File: src/hw/svi_consts.vh
// Constants of the six-source vectored interrupt unit: offsets, bit positions, vectors.
// Assumes a 32-bit AXI4-Lite register bus; offsets are word indices (byte address over four).
//
// Behaviour
// RL1: Six sources: two pins, two timers, tick, rtc
// RL2: Acceptance clears master enable; others only latch
// RL3: Software re-enable inside handler allows nesting
// RL4: No acknowledge while return stack full
// RL5: Any source request wakes the halted device
// RL6: Only program counter pushed, then vector branch
// RL7: Pin edges set flags at primary bits 4,5
// RL8: Pins vector 04H/08H, clear flag and master
// RL9: Timer A flag bit 6, vector 0CH
// RL10: Timer B flag secondary bit 4, vector 10H
// RL11: Tick flag secondary bit 5, vector 14H
// RL12: Primary bits 0-3: master, ext0, ext1, timer A
// RL13: Software writes zero to primary bit 7
// RL14: Primary index 0BH, secondary index 1EH
// RL15: Rtc flag secondary bit 6, vector 18H
// RL16: Fixed priority ext0 first, rtc last
// RL17: Secondary enables bits 0-2; bits 3,7 zero
// RL18: Flags stay set until serviced or cleared
`ifndef SVI_CONSTS_VH
`define SVI_CONSTS_VH

`define SVI_IDX_PRIMARY      8'h0B
`define SVI_IDX_SECONDARY    8'h1E
`define SVI_IDX_STATUS       8'h20
`define SVI_ADDR_W           8

`define SVI_P_MASTER         0
`define SVI_P_EXT0_EN        1
`define SVI_P_EXT1_EN        2
`define SVI_P_TIMA_EN        3
`define SVI_P_EXT0_FLAG      4
`define SVI_P_EXT1_FLAG      5
`define SVI_P_TIMA_FLAG      6
`define SVI_P_TEST           7

`define SVI_S_TIMB_EN        0
`define SVI_S_TICK_EN        1
`define SVI_S_RTC_EN         2
`define SVI_S_TIMB_FLAG      4
`define SVI_S_TICK_FLAG      5
`define SVI_S_RTC_FLAG       6

`define SVI_VEC_EXT0         8'h04
`define SVI_VEC_EXT1         8'h08
`define SVI_VEC_TIMA         8'h0C
`define SVI_VEC_TIMB         8'h10
`define SVI_VEC_TICK         8'h14
`define SVI_VEC_RTC          8'h18

`define SVI_RESET_PRIMARY    8'h00
`define SVI_RESET_SECONDARY  8'h00
`define SVI_STACK_DEPTH      16
`define SVI_RESP_OKAY        2'b00
`define SVI_RESP_DECERR      2'b11

`endif

File: src/hw/svi_edge_detect.v
// Edge detector for the two external request pins.
// Assumes pins are already synchronous to clk; polarity is a fixed option.
`timescale 1ns/1ps
module svi_edge_detect #(
    parameter FALLING = 1
) (
    input  wire clk,
    input  wire reset,
    input  wire clk_en,
    input  wire pin,
    output wire edge_seen
);
    reg pin_last;

    // Starts at the idle level of the chosen edge so reset makes no false edge
    always @(posedge clk or posedge reset) begin
        if (reset) begin
            pin_last <= (FALLING != 0) ? 1'b1 : 1'b0;
        end else if (clk_en) begin
            pin_last <= pin;
        end
    end

    assign edge_seen = (FALLING != 0) ? (pin_last & ~pin) : (~pin_last & pin);  // [RL7]
endmodule // svi_edge_detect

File: src/hw/svi_unit.v
// Six-source vectored interrupt unit with AXI4-Lite access to both control registers.
// Assumes the core sequencer samples ack_valid/vector at its sampling edge and
// reports stack depth and returns; event sources give one-cycle pulses.
`include "svi_consts.vh"
`timescale 1ns/1ps
module svi_unit #(
    parameter EXT0_FALLING = 1,
    parameter EXT1_FALLING = 1,
    parameter STACK_DEPTH  = `SVI_STACK_DEPTH
) (
    input  wire        clk,
    input  wire        reset,
    input  wire        clk_en,
    input  wire        ext_irq_pin_a,
    input  wire        ext_irq_pin_b,
    input  wire        timer_a_overflow,
    input  wire        timer_b_overflow,
    input  wire        tick_event,
    input  wire        rtc_event,
    input  wire        sample_strobe,
    input  wire        stack_full,
    input  wire        return_and_reenable,
    output reg         ack_valid,
    output reg  [7:0]  ack_vector,
    output reg         push_pc,
    output reg         wake,
    input  wire [31:0] s_axi_awaddr,
    input  wire        s_axi_awvalid,
    output reg         s_axi_awready,
    input  wire [31:0] s_axi_wdata,
    input  wire [3:0]  s_axi_wstrb,
    input  wire        s_axi_wvalid,
    output reg         s_axi_wready,
    output reg  [1:0]  s_axi_bresp,
    output reg         s_axi_bvalid,
    input  wire        s_axi_bready,
    input  wire [31:0] s_axi_araddr,
    input  wire        s_axi_arvalid,
    output reg         s_axi_arready,
    output reg  [31:0] s_axi_rdata,
    output reg  [1:0]  s_axi_rresp,
    output reg         s_axi_rvalid,
    input  wire        s_axi_rready
);
    // Request flags and enables, priority order ext0, ext1, timer A, timer B, tick, rtc
    reg        master_irq_enable;
    reg        ext0_irq_enable;
    reg        ext1_irq_enable;
    reg        timer_a_irq_enable;
    reg        timer_b_irq_enable;
    reg        tick_irq_enable;
    reg        rtc_irq_enable;
    reg        test_bit;
    reg  [5:0] flags;
    reg  [31:0] aw_addr;
    reg         aw_held;
    reg  [31:0] w_data;
    reg  [3:0]  w_strb;
    reg         w_held;
    reg         stack_full_seen;

    wire       ext0_edge;
    wire       ext1_edge;
    wire [5:0] raw_events;
    wire [5:0] enables;
    wire [5:0] eligible;
    reg  [5:0] grant;
    reg  [7:0] next_vector;

    svi_edge_detect #(.FALLING(EXT0_FALLING)) u_edge_a (
        .clk       (clk),
        .reset     (reset),
        .clk_en    (clk_en),
        .pin       (ext_irq_pin_a),
        .edge_seen (ext0_edge)
    );

    svi_edge_detect #(.FALLING(EXT1_FALLING)) u_edge_b (
        .clk       (clk),
        .reset     (reset),
        .clk_en    (clk_en),
        .pin       (ext_irq_pin_b),
        .edge_seen (ext1_edge)
    );

    assign raw_events = {rtc_event, tick_event, timer_b_overflow, timer_a_overflow,
                         ext1_edge, ext0_edge};  // [RL1]
    assign enables    = {rtc_irq_enable, tick_irq_enable, timer_b_irq_enable,
                         timer_a_irq_enable, ext1_irq_enable, ext0_irq_enable};
    // Stack fullness gates acknowledgment only; flags keep pending  [RL4]
    assign eligible   = (master_irq_enable && !stack_full) ? (flags & enables) : 6'h00;

    // Lowest index wins  [RL16]
    always @* begin
        grant       = 6'h00;
        next_vector = 8'h00;
        if (eligible[0]) begin
            grant = 6'h01;
            next_vector = `SVI_VEC_EXT0;  // [RL8]
        end else if (eligible[1]) begin
            grant = 6'h02;
            next_vector = `SVI_VEC_EXT1;  // [RL8]
        end else if (eligible[2]) begin
            grant = 6'h04;
            next_vector = `SVI_VEC_TIMA;  // [RL9]
        end else if (eligible[3]) begin
            grant = 6'h08;
            next_vector = `SVI_VEC_TIMB;  // [RL10]
        end else if (eligible[4]) begin
            grant = 6'h10;
            next_vector = `SVI_VEC_TICK;  // [RL11]
        end else if (eligible[5]) begin
            grant = 6'h20;
            next_vector = `SVI_VEC_RTC;   // [RL15]
        end
    end

    wire take_irq = sample_strobe && (grant != 6'h00);

    // Bus write decode
    wire       do_write  = aw_held && w_held && !s_axi_bvalid;
    wire [7:0] w_index   = aw_addr[`SVI_ADDR_W+1:2];
    wire       w_aligned = (aw_addr[1:0] == 2'b00) && (aw_addr[31:`SVI_ADDR_W+2] == 22'h0);

    // Write target decode; only byte lane 0 carries register data
    reg        wr_pri;
    reg        wr_sec;
    reg        wr_stat;
    reg        w_hit;
    always @* begin
        wr_pri  = 1'b0;
        wr_sec  = 1'b0;
        wr_stat = 1'b0;
        w_hit   = 1'b0;
        if (!w_aligned) begin
            // Misaligned or out of range: answered with an error, nothing written
            w_hit = 1'b0;
        end else if (w_index == `SVI_IDX_PRIMARY) begin
            w_hit  = 1'b1;
            wr_pri = do_write && w_strb[0];
        end else if (w_index == `SVI_IDX_SECONDARY) begin
            w_hit  = 1'b1;
            wr_sec = do_write && w_strb[0];
        end else if (w_index == `SVI_IDX_STATUS) begin
            w_hit   = 1'b1;
            wr_stat = do_write && w_strb[0];
        end
    end

    // Software writes apply first, then hardware sets win over a cleared flag
    reg [5:0] next_flags;
    always @* begin
        next_flags = flags;
        if (wr_pri) begin
            next_flags[2:0] = w_data[6:4];
        end
        if (wr_sec) begin
            next_flags[5:3] = w_data[6:4];
        end
        if (take_irq) begin
            next_flags = next_flags & ~grant;  // [RL8] [RL9] [RL10] [RL11] [RL15]
        end
        next_flags = next_flags | raw_events;  // [RL7] [RL18]
    end

    always @(posedge clk or posedge reset) begin
        if (reset) begin
            flags              <= 6'h00;
            master_irq_enable  <= 1'b0;
            ext0_irq_enable    <= 1'b0;
            ext1_irq_enable    <= 1'b0;
            timer_a_irq_enable <= 1'b0;
            timer_b_irq_enable <= 1'b0;
            tick_irq_enable    <= 1'b0;
            rtc_irq_enable     <= 1'b0;
            test_bit           <= 1'b0;
            ack_valid          <= 1'b0;
            ack_vector         <= 8'h00;
            push_pc            <= 1'b0;
            wake               <= 1'b0;
        end else if (clk_en) begin
            flags <= next_flags;
            if (wr_pri) begin  // [RL12] [RL14]
                master_irq_enable  <= w_data[`SVI_P_MASTER];  // [RL3]
                ext0_irq_enable    <= w_data[`SVI_P_EXT0_EN];
                ext1_irq_enable    <= w_data[`SVI_P_EXT1_EN];
                timer_a_irq_enable <= w_data[`SVI_P_TIMA_EN];
                // Kept only for readback; nothing here acts on test mode
                test_bit           <= w_data[`SVI_P_TEST];  // [RL13]
            end
            if (wr_sec) begin  // [RL17] [RL14]
                timer_b_irq_enable <= w_data[`SVI_S_TIMB_EN];
                tick_irq_enable    <= w_data[`SVI_S_TICK_EN];
                rtc_irq_enable     <= w_data[`SVI_S_RTC_EN];
            end
            // Return with reenable sets master; acceptance clears it last  [RL2]
            if (return_and_reenable) begin
                master_irq_enable <= 1'b1;
            end
            if (take_irq) begin
                master_irq_enable <= 1'b0;  // [RL2]
            end
            ack_valid  <= take_irq;
            push_pc    <= take_irq;  // [RL6]
            ack_vector <= take_irq ? next_vector : 8'h00;
            // Enables are ignored here so a masked source still ends the halt
            wake       <= (flags != 6'h00) || (raw_events != 6'h00);  // [RL5]
        end
    end

    // Stack-full events seen, readable as a diagnostic
    always @(posedge clk or posedge reset) begin
        if (reset) begin
            stack_full_seen <= 1'b0;
        end else if (clk_en) begin
            if (sample_strobe && stack_full && master_irq_enable &&
                ((flags & enables) != 6'h00)) begin
                stack_full_seen <= 1'b1;
            end else if (wr_stat && w_data[0]) begin
                stack_full_seen <= 1'b0;
            end
        end
    end

    // AXI4-Lite write channel: address and data taken in either order
    // A second address or data word is refused while one is held unused
    always @(posedge clk or posedge reset) begin
        if (reset) begin
            aw_addr       <= 32'h0000_0000;
            aw_held       <= 1'b0;
            w_data        <= 32'h0000_0000;
            w_strb        <= 4'h0;
            w_held        <= 1'b0;
            s_axi_awready <= 1'b0;
            s_axi_wready  <= 1'b0;
            s_axi_bvalid  <= 1'b0;
            s_axi_bresp   <= `SVI_RESP_OKAY;
        end else if (clk_en) begin
            s_axi_awready <= 1'b0;
            s_axi_wready  <= 1'b0;
            if (s_axi_awvalid && !aw_held && !s_axi_awready) begin
                s_axi_awready <= 1'b1;
            end
            if (s_axi_awvalid && s_axi_awready) begin
                aw_addr <= s_axi_awaddr;
                aw_held <= 1'b1;
            end
            if (s_axi_wvalid && !w_held && !s_axi_wready) begin
                s_axi_wready <= 1'b1;
            end
            if (s_axi_wvalid && s_axi_wready) begin
                w_data <= s_axi_wdata;
                w_strb <= s_axi_wstrb;
                w_held <= 1'b1;
            end
            if (do_write) begin
                s_axi_bvalid <= 1'b1;
                s_axi_bresp  <= w_hit ? `SVI_RESP_OKAY : `SVI_RESP_DECERR;
                aw_held      <= 1'b0;
                w_held       <= 1'b0;
            end else if (s_axi_bvalid && s_axi_bready) begin
                s_axi_bvalid <= 1'b0;
            end
        end
    end

    // AXI4-Lite read channel
    wire [7:0] r_index   = s_axi_araddr[`SVI_ADDR_W+1:2];
    wire       r_aligned = (s_axi_araddr[1:0] == 2'b00) &&
                           (s_axi_araddr[31:`SVI_ADDR_W+2] == 22'h0);
    reg  [31:0] next_rdata;
    reg  [1:0]  next_rresp;
    always @* begin
        next_rdata = 32'h0000_0000;
        next_rresp = `SVI_RESP_OKAY;
        if (r_aligned && (r_index == `SVI_IDX_PRIMARY)) begin
            next_rdata[7:0] = {test_bit, flags[2:0], timer_a_irq_enable, ext1_irq_enable,
                               ext0_irq_enable, master_irq_enable};
        end else if (r_aligned && (r_index == `SVI_IDX_SECONDARY)) begin
            next_rdata[7:0] = {1'b0, flags[5:3], 1'b0, rtc_irq_enable, tick_irq_enable,
                               timer_b_irq_enable};  // [RL17]
        end else if (r_aligned && (r_index == `SVI_IDX_STATUS)) begin
            next_rdata[1:0] = {stack_full, stack_full_seen};
        end else begin
            next_rresp = `SVI_RESP_DECERR;
        end
    end

    always @(posedge clk or posedge reset) begin
        if (reset) begin
            s_axi_arready <= 1'b0;
            s_axi_rvalid  <= 1'b0;
            s_axi_rdata   <= 32'h0000_0000;
            s_axi_rresp   <= `SVI_RESP_OKAY;
        end else if (clk_en) begin
            s_axi_arready <= 1'b0;
            if (s_axi_arvalid && !s_axi_arready && !s_axi_rvalid) begin
                s_axi_arready <= 1'b1;
                s_axi_rdata   <= next_rdata;
                s_axi_rresp   <= next_rresp;
                s_axi_rvalid  <= 1'b1;
            end else if (s_axi_rvalid && s_axi_rready) begin
                s_axi_rvalid <= 1'b0;
            end
        end
    end
endmodule // svi_unit

File: config.mk
export PLATFORM = sky130hd
export DESIGN_NAME = svi_unit
export DESIGN_NICKNAME = d
export VERILOG_FILES = /design/src/hw/svi_edge_detect.v /design/src/hw/svi_unit.v
export VERILOG_INCLUDE_DIRS = /design/src /design/src/hw
export SDC_FILE = /design/constraint.sdc
export NUM_CORES = 1
export LEC_CHECK = 0
export BUFFER_PORTS_ARGS = -buffer_cell sky130_fd_sc_hd__buf_4
export CORE_ASPECT_RATIO = 1.5
export CORE_MARGIN = 5
export CORE_UTILIZATION = 34
export CTS_BUF_LIST = sky130_fd_sc_hd__clkbuf_16
export DETAILED_ROUTE_END_ITERATION = 12
export PLACE_DENSITY = 0.68
export RECOVER_POWER = 50
export SLEW_MARGIN = 20
export SYNTH_ARGS = -nofsm -noshare
export SYNTH_HDL_FRONTEND = slang
export SYNTH_SLANG_ARGS = --single-unit
File: constraint.sdc
create_clock -name clk -period 5.12 [get_ports clk]
set_input_delay 0.256 -clock clk [delete_from_list [all_inputs] [get_ports clk]]
set_output_delay 0.256 -clock clk [all_outputs]
set_load 0.005 [all_outputs]
==> impl_results.md <==
* Outcome: finished, violations left
* Failing checks: max-capacitance violations, max-slew violations
* RSZ-0062 raised after global routing: false
* Slowest-stage cell, CP: clkbuf_1
* Hold Crit Class: in -> async
* Final hold slack at 0.135 ns
* Yosys warns at 0
* Int Pwr at 1390 uW
* Iter 0 DRT Violations at 213
* Worst Tran Pin Value at 1.64 ns
* Antenna viol nets, final at 0
* Die Wd at 98.2 um
* Core Rows at 48
* Layout cells sized above 1 at 39.5%
* Final WS setup at 2.24 ns
* Post-Place Setup Slack at 2.84 ns
* Async SR Flop Fraction at 100%
* DRT Pass-1 Iters at 4
* Core area at 0.0115 mm^2
* DR vias at 3145
* Routed wire length per instance at 15.9 um
* Cells along the critical path: clkbuf_1, nand3_1, buf_4, mux2_2
* Fin nets at 588
* CTS Root Cell: clkbuf_16
* Worst-path maximum fanout at 40
* TritonCTS Buffers at 9
* Placer congestion estimate at 0.810
* Max-slew violations at 41
* CTS Hold Buffers Added at 0
* CTS tree: done
* P_leak at 0.00229 uW
* GRT Overall Usage at 14.6%
* Gate Count Post-Synth at 359
* Final wirelength at 9.90 mm
* Clock share of power at 28.2%
* Area growth syn-to-layout at 28.1%
* Max incr delay on CP at 1.16 ns
* Setup_tns at 0 ns
* Most frequent cells in the layout: buf_4, dfrtp_1, mux2_2, nand2_1, conb_1
* Flop pwr share at 51.0%
* XOR/XNOR Fraction of Synth Area at 0%
* Startpoint class of the critical path: primary input
* Placed insts at 610
* Synth unique cells at 44
* Final worst path period share at 56.3%
* Clk slew on worst S/H paths at 0.06 ns
* Die ar. at 0.0140 mm^2
* Ant. Diodes at 0
* DRC Markers at 0
* Fmax at 0.347 GHz
* Ys flop type: dfrtp_1
* Post-Synthesis Cell Area at 0.00397 mm^2
* First-pass GRT wire length at 16.3 mm
* Critical path data arrival time at 3.09 ns
* Clk buf depth at 2
* Initial core utilization at 34.6%
* Max_cap viols at 1
* Port Buffers at 112
* Vias per Instance at 5.04
* Endpoints failing hold at 0
* H-Tree Depth at 3
* Worst-Skew Late Latency at 0.33 ns
* Synth Area in Adders at 0%
* Sink Count at 80
* Syn_area_per_cell at 11.1 um^2
* Initial antenna violation count at 0
* Flops & latches, synth at 80
* Switching Fraction at 27.5%
* Chip Height at 142 um
* Peak supply drop at 0.279 mV
* EDFF count, synth at 0
* Post_cts resized at 0
* Critical Path Sink Type: flop
* Sequential element share of the synthesized area at 50.5%
* Io pins at 169
* Power per Cell Area at 378 mW/mm^2
* Commonest non-fill, non-tap cell in the layout: buf_4
* Setup bufs post-CTS at 0
* Layout Skew at 0.00649 ns
* Simple-gate share of the synthesized area at 17.5%
* Worst EP required at 5.33 ns
* NetSw at 530 uW
* Post-synthesis mux area share at 15.0%
* Logic pwr share at 20.8%
* Fin crit period at 2.88 ns
* Post-layout util at 44.3%
* Setup violators final at 0
* CP Class: in -> reg
* Post-Layout Cell Count at 624
* Compound-Gate Fraction of Synth Area at 8.86%
* Largest family of logic cells by synthesized area: simple AND/OR/NAND/NOR gates
* Largest net degree at the start of global routing at 81
* Slew HR at -9.40%
* GR Overflow Total at 0
* Vias in the first global route at 3371
* DP Wirelength at 7.68 mm
-- flip-flops by register name, indices dropped and copies added, names as in the netlist, 3 cells and up --
register / flops
aw_addr: 32
s_axi_rdata: 8
w_data: 8
flags: 6
ack_vector: 3
-- metal layers --
layer	track usage, %	vias to the layer above	part of all wire, %	wire length, um
met5	0	-	0	0
met4	7.77	0	3.0	295
met3	5.20	23	10	1000
met2	26.2	151	52	5150
met1	14.7	1495	35	3450
li1	-	1476	-	-
-- cell families (layout without fill, tap and decap cells) --
group | Yosys count | in the layout
AO/OA/AOI/OAI | 55 | 55
buffers and inverters | 51 | 138
flip-flops | 80 | 80
multiplexers | 52 | 52
other | 1 | 29
AND/OR/NAND/NOR | 120 | 120
-- worst paths after layout --
check,startpoint,endpoint,slack [ns],cells past startpoint
worst max-delay path,clk_en,aw_addr[1],2.24,4
worst min-delay path,reset,w_data[7],0.13,3
worst max register to register,aw_addr[18],tick_irq_enable,2.85,4
worst min register to register,s_axi_rdata[4],s_axi_rdata[4],0.48,2
max in group asynchronous,reset,s_axi_rdata[0],4.47,3
min in group clk,s_axi_wdata[5],w_data[5],0.15,2
-- worst max-delay path, delay by kind of cell --
| family | cells | cell delay [ns] |
|---|---|---|
| and+or+nand+nor | 1 | 0.88 |
| muxes | 1 | 0.30 |
| buffers and inverters | 2 | 1.65 |
-- power groups by stage --
stage                     logic [uW]  clock network, uW  registers [uW]
after floorplan                  297                  0             948
after global placement           391                  0             979
after detailed placement         407                  0             993
after CTS                        408                554             983
after global routing             448                586            1010
final                            401                542             981
-- cells in the mapped netlist, types with 2 or more instances --
master | instances | share of area (%)
a21boi_0 | 2 | 0.38
a22oi_1 | 7 | 1.3
nor2b_1 | 3 | 0.47
nor3b_1 | 3 | 0.57
buf_4 | 32 | 6.1
nand3_1 | 21 | 2.6
clkbuf_1 | 7 | 0.66
dfrtp_1 | 78 | 49
nor4_4 | 3 | 1.6
and3_1 | 2 | 0.32
nor2_1 | 9 | 0.85
a21oi_1 | 9 | 1.1
nand2_1 | 40 | 3.8
nor4_1 | 10 | 1.6
nand3b_1 | 2 | 0.38
inv_1 | 10 | 0.95
o21ai_0 | 21 | 2.6
dfstp_2 | 2 | 1.3
nor4b_1 | 3 | 0.66
nor3_1 | 4 | 0.50
or4_1 | 2 | 0.38
mux2_2 | 49 | 14
o311ai_0 | 2 | 0.44
a211oi_1 | 2 | 0.38
nor4_2 | 3 | 0.95
and3b_1 | 2 | 0.44
mux2_4 | 3 | 1.1
o211ai_1 | 2 | 0.38
nand4_1 | 9 | 1.4
a31oi_1 | 3 | 0.47
-- final cells by class --
class,count,area [um^2]
multi-input combinational,256,1760
timing repair buffer,114,852
inverter,10,38.8
clock buffer,9,225
tap,150,188
clock inverter,5,20.0
sequential,80,2000
fill,1090,6380
-- per-stage QoR --
stage                     area (um^2)  total power, uW
final                            5090             1920
after global routing             5090             2040
after CTS                        5080             1940
after detailed placement         4840             1400
after global placement           4840             1370
after floorplan                  4080             1250
No activity file was read; power rests on OpenSTA's default activity.
